--- src/rtl/ams_pkg.sv ---
// Package: constants and types for the ADC input sequencer
package ams_pkg;

  // Register byte offsets
  localparam logic [7:0] AMS_CTRL_OFS   = 8'h00;
  localparam logic [7:0] AMS_NSEL0_OFS  = 8'h04;
  localparam logic [7:0] AMS_NSEL1_OFS  = 8'h08;
  localparam logic [7:0] AMS_ASEL0_OFS  = 8'h0C;
  localparam logic [7:0] AMS_ASEL1_OFS  = 8'h10;
  localparam logic [7:0] AMS_ACCUM_OFS  = 8'h14;
  localparam logic [7:0] AMS_STATUS_OFS = 8'h18;

  // Control register field positions
  localparam int AMS_SPF_LSB   = 0;
  localparam int AMS_FIR_LSB   = 4;
  localparam int AMS_CHOP_LSB  = 6;
  localparam int AMS_ALT_BIT   = 8;
  localparam int AMS_BATEN_BIT = 9;
  localparam int AMS_EQSEL_LSB = 10;
  localparam int AMS_DIFF_LSB  = 12;
  localparam int AMS_ICHOP_BIT = 16;

  // Slot count limits and table size
  localparam int         AMS_NUM_SLOTS = 10;
  localparam logic [3:0] AMS_SPF_MIN   = 4'h1;
  localparam logic [3:0] AMS_SPF_MAX   = 4'hA;

  // Signal numbers
  localparam logic [3:0] AMS_SIG_PHA_CURR = 4'h0;
  localparam logic [3:0] AMS_SIG_PHA_VOLT = 4'h1;
  localparam logic [3:0] AMS_SIG_TEMP = 4'hA;
  localparam logic [3:0] AMS_SIG_VBAT = 4'hB;

  // Chop modes
  localparam logic [1:0] AMS_CHOP_AUTO = 2'h0;
  localparam logic [1:0] AMS_CHOP_LOW  = 2'h1;
  localparam logic [1:0] AMS_CHOP_HIGH = 2'h2;
  localparam logic [1:0] AMS_CHOP_TOGG = 2'h3;

  // Reset values
  localparam logic [31:0] AMS_CTRL_RST  = 32'h0000_0007;
  localparam logic [39:0] AMS_NSEL_RST  = 40'h00_0654_3210;
  localparam logic [39:0] AMS_ASEL_RST  = 40'h00_0654_3B1A;
  localparam logic [15:0] AMS_ACCUM_RST = 16'h0002;

  // Sequencer states, gray along idle, slot, sync
  typedef enum logic [1:0]
  {
    AMS_ST_IDLE = 2'b00,
    AMS_ST_SLOT = 2'b01,
    AMS_ST_SYNC = 2'b11
  } ams_state_t;

endpackage

--- src/rtl/ams_alt_capture.sv ---
// Alternate frame request edge capture with pending flag
`timescale 1ns/100ps
module ams_alt_capture
(
  // Clock and reset
  input  wire logic mclk_in,
  input  wire logic rst_n_in,
  // Request and consume
  input  wire logic req_in,
  input  wire logic consume_in,
  // Held request
  output logic      pending_out
);
  logic req_prev_q;
  logic req_prev_d;
  logic pending_q;
  logic pending_d;

  always_comb
  begin
    req_prev_d = req_in;
    pending_d  = (req_in & ~req_prev_q) | (pending_q & ~consume_in);
  end

  always_ff @(posedge mclk_in or negedge rst_n_in)
  begin
    if (!rst_n_in)
    begin
      req_prev_q <= 1'b0;
      pending_q  <= 1'b0;
    end
    else
    begin
      req_prev_q <= req_prev_d;
      pending_q  <= pending_d;
    end
  end

  assign pending_out = pending_q;
endmodule

--- src/rtl/ams_sequencer.sv ---
// ADC input multiplexer sequencer with APB registers
//
// The register offsets and the APB register port were chosen for this implementation.
`timescale 1ns/100ps
module ams_sequencer
  import ams_pkg::*;
(
  // Clock and reset
  input  wire logic        mclk_in,
  input  wire logic        resetn_in,
  // Slow clock, synchronous level
  input  wire logic        slow_tick_clock_in,
  // APB slave
  input  wire logic        psel_in,
  input  wire logic        penable_in,
  input  wire logic        pwrite_in,
  input  wire logic [7:0]  paddr_in,
  input  wire logic [31:0] pwdata_in,
  input  wire logic [3:0]  pstrb_in,
  output logic      [31:0] prdata_out,
  output logic             pready_out,
  output logic             pslverr_out,
  // Multiplexer and converter
  output logic      [3:0]  mux_select_out,
  output logic             mux_advance_out,
  output logic             conv_start_out,
  output logic             reference_swap_out,
  output logic             battery_measure_enable_out,
  output logic      [3:0]  current_diff_out,
  output logic      [3:0]  return_to_neg_out,
  // Compute engine
  output logic             frame_sync_pulse_out,
  output logic             ce_start_out,
  output logic             result_store_out,
  output logic      [3:0]  result_addr_out
);

  // Reset release
  logic rst_s1_q;
  logic rst_n_q;

  always_ff @(posedge mclk_in or negedge resetn_in)
  begin
    if (!resetn_in)
    begin
      rst_s1_q <= 1'b0;
      rst_n_q  <= 1'b0;
    end
    else
    begin
      rst_s1_q <= 1'b1;
      rst_n_q  <= rst_s1_q;
    end
  end

  function automatic logic [3:0] pick_sel(input logic [39:0] tbl, input logic [3:0] idx);
    logic [5:0] base;
    base = {idx, 2'b00};
    return tbl[base +: 4];
  endfunction

  function automatic logic [31:0] merge32(input logic [31:0] old, input logic [31:0] wd,
                                          input logic [3:0] be);
    logic [31:0] r;
    r = old;
    for (int i = 0; i < 4; i++)
    begin
      if (be[i])
        r[8*i +: 8] = wd[8*i +: 8];
    end
    return r;
  endfunction

  // Register state
  logic [31:0] ctrl_q;
  logic [31:0] ctrl_d;
  logic [39:0] nsel_q;
  logic [39:0] nsel_d;
  logic [39:0] asel_q;
  logic [39:0] asel_d;
  logic [15:0] accum_q;
  logic [15:0] accum_d;
  logic [31:0] prdata_q;
  logic [31:0] prdata_d;
  logic        slverr_q;
  logic        slverr_d;

  // Sequencer state
  ams_state_t  state_q;
  ams_state_t  state_d;
  logic [3:0]  slot_q;
  logic [3:0]  slot_d;
  logic [1:0]  cyc_q;
  logic [1:0]  cyc_d;
  logic        alt_q;
  logic        alt_d;
  logic [15:0] fcnt_q;
  logic [15:0] fcnt_d;
  logic        swap_q;
  logic        swap_d;
  logic        ret_q;
  logic        ret_d;
  logic        tick_prev_q;
  logic [3:0]  sel_q;
  logic [3:0]  sel_d;
  logic        adv_q;
  logic        adv_d;
  logic        conv_q;
  logic        conv_d;
  logic        sync_q;
  logic        sync_d;
  logic        ce_q;
  logic        ce_d;
  logic        store_q;
  logic        store_d;
  logic [3:0]  raddr_q;
  logic [3:0]  raddr_d;

  logic        tick;
  logic        alt_pending;
  logic        consume;
  logic [3:0]  spf;
  logic [1:0]  fir_last;
  logic [1:0]  chop;
  logic        bat_en;
  logic [15:0] accum_last;
  logic        forced_alt;
  logic [3:0]  next_sel;
  logic [31:0] accum_wr;

  assign tick       = slow_tick_clock_in & ~tick_prev_q;
  assign chop       = ctrl_q[AMS_CHOP_LSB +: 2];
  assign bat_en     = ctrl_q[AMS_BATEN_BIT];
  assign accum_last = (accum_q == 16'h0000) ? 16'h0000 : accum_q - 16'h0001;
  // forced alternate in auto mode on last frame of interval
  assign forced_alt = (chop == AMS_CHOP_AUTO) && (fcnt_q == accum_last);

  always_comb
  begin
    spf = ctrl_q[AMS_SPF_LSB +: 4];
    if (spf < AMS_SPF_MIN)
      spf = AMS_SPF_MIN;
    else if (spf > AMS_SPF_MAX)
      spf = AMS_SPF_MAX;
    fir_last = (ctrl_q[AMS_FIR_LSB +: 2] > 2'h2) ? 2'h2 : ctrl_q[AMS_FIR_LSB +: 2];
  end

  ams_alt_capture u_alt
  (
    .mclk_in     (mclk_in),
    .rst_n_in    (rst_n_q),
    .req_in      (ctrl_q[AMS_ALT_BIT]),
    .consume_in  (consume),
    .pending_out (alt_pending)
  );

  // APB register access
  logic wr_en;
  logic rd_en;
  assign wr_en = psel_in & penable_in & pwrite_in;
  assign rd_en = psel_in & penable_in & ~pwrite_in;
  assign accum_wr = merge32({16'h0000, accum_q}, pwdata_in, pstrb_in);

  always_comb
  begin
    ctrl_d   = ctrl_q;
    nsel_d   = nsel_q;
    asel_d   = asel_q;
    accum_d  = accum_q;
    prdata_d = 32'h0000_0000;
    slverr_d = 1'b0;
    if (psel_in & ~penable_in)
    begin
      case (paddr_in)
        AMS_CTRL_OFS:   prdata_d = {15'h0000, ctrl_q[16:0]};
        AMS_NSEL0_OFS:  prdata_d = nsel_q[31:0];
        AMS_NSEL1_OFS:  prdata_d = {24'h00_0000, nsel_q[39:32]};
        AMS_ASEL0_OFS:  prdata_d = asel_q[31:0];
        AMS_ASEL1_OFS:  prdata_d = {24'h00_0000, asel_q[39:32]};
        AMS_ACCUM_OFS:  prdata_d = {16'h0000, accum_q};
        AMS_STATUS_OFS: prdata_d = {fcnt_q, 7'h00, ret_q, sync_q, alt_pending,
                                    swap_q, alt_q, slot_q};
        default:        slverr_d = 1'b1;
      endcase
      if (pwrite_in)
        prdata_d = 32'h0000_0000;
      if (pwrite_in && paddr_in == AMS_STATUS_OFS)
        slverr_d = 1'b1;
    end
    if (wr_en)
    begin
      case (paddr_in)
        AMS_CTRL_OFS:  ctrl_d  = merge32(ctrl_q, pwdata_in, pstrb_in) & 32'h0001_FFFF;
        AMS_NSEL0_OFS: nsel_d[31:0]  = merge32(nsel_q[31:0], pwdata_in, pstrb_in);
        AMS_NSEL1_OFS: nsel_d[39:32] = pstrb_in[0] ? pwdata_in[7:0] : nsel_q[39:32];
        AMS_ASEL0_OFS: asel_d[31:0]  = merge32(asel_q[31:0], pwdata_in, pstrb_in);
        AMS_ASEL1_OFS: asel_d[39:32] = pstrb_in[0] ? pwdata_in[7:0] : asel_q[39:32];
        AMS_ACCUM_OFS: accum_d = (accum_wr[15:0] == 16'h0000) ? accum_q : accum_wr[15:0];
        default:       ;
      endcase
    end
    if (rd_en)
    begin
      prdata_d = prdata_q;
      slverr_d = slverr_q;
    end
  end

  always_ff @(posedge mclk_in or negedge rst_n_q)
  begin
    if (!rst_n_q)
    begin
      ctrl_q   <= AMS_CTRL_RST;
      nsel_q   <= AMS_NSEL_RST;
      asel_q   <= AMS_ASEL_RST;
      accum_q  <= AMS_ACCUM_RST;
      prdata_q <= 32'h0000_0000;
      slverr_q <= 1'b0;
    end
    else
    begin
      ctrl_q   <= ctrl_d;
      nsel_q   <= nsel_d;
      asel_q   <= asel_d;
      accum_q  <= accum_d;
      prdata_q <= prdata_d;
      slverr_q <= slverr_d;
    end
  end

  assign pready_out  = 1'b1;
  assign prdata_out  = rd_en ? prdata_q : 32'h0000_0000;
  assign pslverr_out = psel_in & penable_in & slverr_q;

  // Frame sequencer
  always_comb
  begin
    state_d  = state_q;
    slot_d   = slot_q;
    cyc_d    = cyc_q;
    alt_d    = alt_q;
    fcnt_d   = fcnt_q;
    swap_d   = swap_q;
    ret_d    = ret_q;
    sel_d    = sel_q;
    adv_d    = 1'b0;
    conv_d   = 1'b0;
    sync_d   = sync_q;
    ce_d     = 1'b0;
    store_d  = 1'b0;
    raddr_d  = raddr_q;
    consume  = 1'b0;
    next_sel = 4'h0;
    if (tick)
    begin
      case (state_q)
        AMS_ST_IDLE, AMS_ST_SYNC:
        begin
          // new frame, take pending or forced alternate
          consume  = 1'b1;
          alt_d    = alt_pending | forced_alt;
          next_sel = (alt_pending | forced_alt) ? pick_sel(asel_q, 4'h0)
                                                : pick_sel(nsel_q, 4'h0);
          state_d  = AMS_ST_SLOT;
          slot_d   = 4'h0;
          cyc_d    = 2'h0;
          sync_d   = 1'b0;
          sel_d    = next_sel;
          adv_d    = 1'b1;
          conv_d   = (next_sel != AMS_SIG_VBAT) | bat_en;
        end
        AMS_ST_SLOT:
        begin
          if (cyc_q != fir_last)
            cyc_d = cyc_q + 2'h1;
          else
          begin
            store_d = (sel_q != AMS_SIG_VBAT) | bat_en;
            raddr_d = sel_q;
            cyc_d   = 2'h0;
            if (slot_q + 4'h1 >= spf)
            begin
              // sync cycle, swap update, engine launch
              state_d = AMS_ST_SYNC;
              sync_d  = 1'b1;
              ce_d    = 1'b1;
              fcnt_d  = (fcnt_q >= accum_last) ? 16'h0000 : fcnt_q + 16'h0001;
              ret_d   = ~ret_q;
              case (chop)
                AMS_CHOP_LOW:  swap_d = 1'b0;
                AMS_CHOP_HIGH: swap_d = 1'b1;
                AMS_CHOP_TOGG: swap_d = ~swap_q;
                default:       swap_d = (fcnt_d == accum_last) ? swap_q : ~swap_q;
              endcase
            end
            else
            begin
              slot_d   = slot_q + 4'h1;
              next_sel = alt_q ? pick_sel(asel_q, slot_q + 4'h1)
                               : pick_sel(nsel_q, slot_q + 4'h1);
              sel_d    = next_sel;
              adv_d    = 1'b1;
              conv_d   = (next_sel != AMS_SIG_VBAT) | bat_en;
            end
          end
        end
        default:
          state_d = AMS_ST_IDLE;
      endcase
    end
  end

  always_ff @(posedge mclk_in or negedge rst_n_q)
  begin
    if (!rst_n_q)
    begin
      state_q     <= AMS_ST_IDLE;
      slot_q      <= 4'h0;
      cyc_q       <= 2'h0;
      alt_q       <= 1'b0;
      fcnt_q      <= 16'h0000;
      swap_q      <= 1'b0;
      ret_q       <= 1'b0;
      tick_prev_q <= 1'b0;
      sel_q       <= AMS_SIG_PHA_CURR;
      adv_q       <= 1'b0;
      conv_q      <= 1'b0;
      sync_q      <= 1'b0;
      ce_q        <= 1'b0;
      store_q     <= 1'b0;
      raddr_q     <= 4'h0;
    end
    else
    begin
      state_q     <= state_d;
      slot_q      <= slot_d;
      cyc_q       <= cyc_d;
      alt_q       <= alt_d;
      fcnt_q      <= fcnt_d;
      swap_q      <= swap_d;
      ret_q       <= ret_d;
      tick_prev_q <= slow_tick_clock_in;
      sel_q       <= sel_d;
      adv_q       <= adv_d;
      conv_q      <= conv_d;
      sync_q      <= sync_d;
      ce_q        <= ce_d;
      store_q     <= store_d;
      raddr_q     <= raddr_d;
    end
  end

  // per pair mode; chopped return only in differential
  logic [3:0] diff;
  assign diff = ctrl_q[AMS_DIFF_LSB +: 4];

  assign mux_select_out             = sel_q;
  assign mux_advance_out            = adv_q;
  assign conv_start_out             = conv_q;
  assign reference_swap_out         = swap_q;
  assign battery_measure_enable_out = bat_en;
  assign current_diff_out           = diff;
  assign return_to_neg_out          = diff & {4{ctrl_q[AMS_ICHOP_BIT] & ret_q}};
  assign frame_sync_pulse_out       = sync_q;
  assign ce_start_out               = ce_q;
  assign result_store_out           = store_q;
  assign result_addr_out            = raddr_q;
endmodule

--- config.mk ---
export PLATFORM = sky130hd
export DESIGN_NAME = ams_sequencer
export DESIGN_NICKNAME = d
export VERILOG_FILES = /design/src/rtl/ams_pkg.sv /design/src/rtl/ams_alt_capture.sv /design/src/rtl/ams_sequencer.sv
export SDC_FILE = /design/constraint.sdc
export NUM_CORES = 1
export LEC_CHECK = 0
export BUFFER_PORTS_ARGS = -buffer_cell sky130_fd_sc_hd__buf_2
export CORE_MARGIN = 2
export CORE_UTILIZATION = 43
export DETAILED_ROUTE_END_ITERATION = 6
export SYNTH_ARGS = -nofsm -noshare
export SYNTH_HDL_FRONTEND = slang
export SYNTH_HIERARCHICAL = 1
export SYNTH_SLANG_ARGS = --single-unit
--- constraint.sdc ---
create_clock -name mclk_in -period 5.4 [get_ports mclk_in]
set_input_delay 1.08 -clock mclk_in [delete_from_list [all_inputs] [get_ports mclk_in]]
set_output_delay 1.08 -clock mclk_in [all_outputs]
set_load 0.005 [all_outputs]
==> metrics.csv <==
stage;metric;value;unit
outcome;status;completed;
worst_setup_path;slowest_delay;590;ps
timing;fin_setup_tns;0;ps
synth;synth_top_family_by_area;multiplexers;
synth;yosys.cell_types.count;77;
worst_setup_path;ff2ff_setup_slack;480;ps
worst_setup_path;r2r_end;reference_swap_out;
clocking;cts_buffers;17;
global_route;gr-total-overflow;0;
drt;dr.pass1.iters;5;
die;die_height;164;µm
clocking;clk_pin_slew_worst_paths;80;ps
worst_setup_path;crit_fanout;10;
synth;ys_seq_area_frac;0.435;
min_path;worst_hold_startpoint;rst_s1_q;
timing;min_period;4920;ps
synth;syn-cell-area;11100;µm²
global_route;grt_start_max_net_pins;190;
drt;vias_per_cell;6.12;
synth;synth_seq_cells;191;
synth;syn_avg_cell_area;11.0;µm²
timing;slew_headroom;0.315;
timing;worstMarginPinSlew;1030;ps
power;leakagePower;0.00567;µW
die;start_util;0.439;
cells_and_area;multi_input_comb_area;5880;µm²
synth;synthAdderAreaFrac;0.0337;
die;die_w;164;µm
cells_and_area;n_antenna_cell;0;
timing;fmax;203;MHz
worst_setup_path;worstPathArrival;5270;ps
power;power_density;316;nW/µm²
placement;numPortBuffers;105;
synth;yosysWarnings;6;
global_route;grt_usage;0.248;
drt;vias;8709;
timing;hold_viol;0;
clocking;cts_resized;0;
die;io_pins;107;
worst_setup_path;cp_top_family;simple AND/OR/NAND/NOR gates;
synth;synth-xor-area-share;0.0190;
synth;synth.largest_area_cell;dfrtp_1;
worst_setup_path;crit_path_end_kind;register;
global_route;grt_pass1_wl;50600;µm
timing;maxSlewViolCount;0;
die;die_area;27000;µm²
cells_and_area;nFillCells;2283;
power;ir_drop;0.000166;V
drt;drt_iter0_drc;916;
clocking;clock-root-buffer;clkbuf_16;
worst_setup_path;crit_buf_inv;1;
worst_setup_path;critPathKind;reg -> reg;
drt;drt_wl_total;32500;µm
clocking;post-cts-setup-buffers;0;
min_path;whs_endpoint;rst_n_q;
synth;synth_flop_cell;dfrtp_1;
timing;finalCritPeriodShare;0.911;
worst_setup_path;critPathSlowestCell;or4_1;
cells_and_area;nNetsFinal;1160;
worst_setup_path;cp-start-kind;register;
worst_setup_path;cp.required;5750;ps
synth;synth_cells;1009;
cells_and_area;drive_gt1_frac;0.318;
placement;gp_congestion;0.901;
clocking;cts.path.max_buffers;2;
clocking;clk_latency;440;ps
worst_setup_path;crit_chain;or4_1 > nor2_1 > nor4b_1 > mux2i_1 > ha_1 > nand4_1 > nor4_1 > buf_4 > a311oi_4 > nand2_1 > nor4b_1 > o32ai_1 > o41ai_2 > o21ai_0 > o31ai_1;
synth;synth_compound_area_frac;0.139;
synth;muxShareOfSynthArea;0.200;
placement;dp_hpwl;23600;µm
min_path;min_path_type;reg -> reg;
min_path;hold_depth;0;
flow_run;maxCapViolCount;0;
die;num_rows;58;
clocking;cts.sinks;191;
worst_setup_path;reg2reg_from;accum_q[8];
drt;final_antenna_net_count;0;
timing;finClkSkew;13.0;ps
clocking;hold_buffers;0;
cells_and_area;layout_common_cells;dfrtp_1, mux2_2, buf_2;
timing;finalSetupViolCount;0;
worst_setup_path;cp_common_cell;nor4b_1;
timing;whs;379;ps
worst_setup_path;reg2reg_depth;15;
clocking;cts_tree;yes;
timing;rsz0062_at_grt;no;
synth;yosys.area_share.simple;0.137;
synth;synth_edf_count;0;
global_route;grt_pass1_vias;8446;
cells_and_area;final_common_cell;dfrtp_1;
clocking;h-tree-depth;4;
synth;ys_top_cells_by_area;dfrtp_1, mux2_2, dfstp_2;
synth;synth_top_area_frac;0.373;
synth;async_reset_ff_frac;1.00;
drt;drt-wirelength-per-cell;22.8;µm
global_route;antenna_found_initial;0;
cells_and_area;syn_to_final_growth;12.3;%
cells_and_area;regArea;4820;µm²
drt;remaining_drc_errors;0;
die;core_area;25200;µm²
[per-layer routing]
| layer | vias up | track usage | wire [µm] | part of all wire |
|---|---|---|---|---|
| li1 | 3900 | - | - | - |
| met1 | 4418 | 0.374 | 15400 | 0.47 |
| met2 | 348 | 0.365 | 14300 | 0.44 |
| met3 | 43 | 0.0412 | 2040 | 0.063 |
| met4 | 0 | 0.0698 | 723 | 0.022 |
| met5 | - | 0 | 0 | 0 |
[power by group]
part | switching (µW) | total, µW | internal (µW) | leakage, µW
logic | 608 | 993 | 385 | 0.00289
registers | 149 | 1670 | 1520 | 0.00250
clock network | 642 | 1260 | 619 | 0.000281
[worst max path at each step]
stage,endpoint,from,slack [ps],cells after the start
final,reference_swap_out,accum_q[8],480,15
after global routing,reference_swap_out,accum_q[8],130,15
after CTS,reference_swap_out,accum_q[8],550,15
after detailed placement,reference_swap_out,accum_q[8],580,15
after global placement,reference_swap_out,accum_q[8],660,15
after floorplan,reference_swap_out,accum_q[8],1150,16
[cell families (layout without fill, tap and decap cells)]
kind of cell | Yosys count | count (layout)
AND/OR/NAND/NOR | 281 | 281
AO/OA/AOI/OAI | 217 | 217
flip-flops | 191 | 191
multiplexers | 175 | 175
buffers and inverters | 90 | 174
adder cells (fa/ha/maj) | 30 | 30
XOR/XNOR | 24 | 24
other | 1 | 2
[stage by stage]
stage | power [µW] | util | setup WS, ps | std cells | area (µm²)
2_1_floorplan | 2330 | - | 1150 | 1010 | 11100
3_3_place_gp | 2670 | 0.470 | 661 | 1392 | 11800
3_5_place_dp | 2670 | 0.470 | 585 | 1392 | 11800
4_1_cts | 3930 | 0.493 | 548 | 1424 | 12400
5_1_grt | 4100 | 0.493 | 133 | 1424 | 12400
6_report | 3920 | 0.493 | 482 | 1424 | 12400
[flip-flops by register name, indices dropped and copies added, names as in the netlist, 2 cells and up]
register and cells:
cyc_q 2, ctrl_q 17, nsel_q 40, prdata_q 32, accum_q 16, fcnt_q 16
slot_q 4, state_q 2, mux_select_out 4, result_addr_out 4, asel_q 40
[synth_stat cells (5+ instances only)]
cell,n
and2_1,45
or3_1,7
o21bai_1,32
a22oi_1,8
nor2_1,41
nor2b_1,6
a222oi_1,16
a21oi_1,33
nor4_1,13
nand3_1,20
a31oi_1,7
xnor2_1,15
dfrtp_1,165
o21ai_0,54
clkbuf_1,46
buf_2,11
nor3_1,14
or2_2,6
ha_1,29
nand2b_1,12
inv_1,22
mux2i_1,25
mux4_2,24
xor2_1,9
and3_1,19
dfstp_2,26
o31ai_1,12
nand2_1,66
a221oi_1,9
mux2_2,125
nand4_1,12
buf_4,5
[layout make-up]
| cell class | count | share of cell area |
|---|---|---|
| Sequential cell | 191 | 0.388 |
| Tap cell | 330 | 0.0333 |
| Clock inverter | 14 | 0.0120 |
| Timing Repair Buffer | 119 | 0.0518 |
| Clock buffer | 18 | 0.0346 |
| Inverter | 23 | 0.00695 |
| Multi-Input combinational cell | 729 | 0.473 |
(Power assumes the default switching activity.)
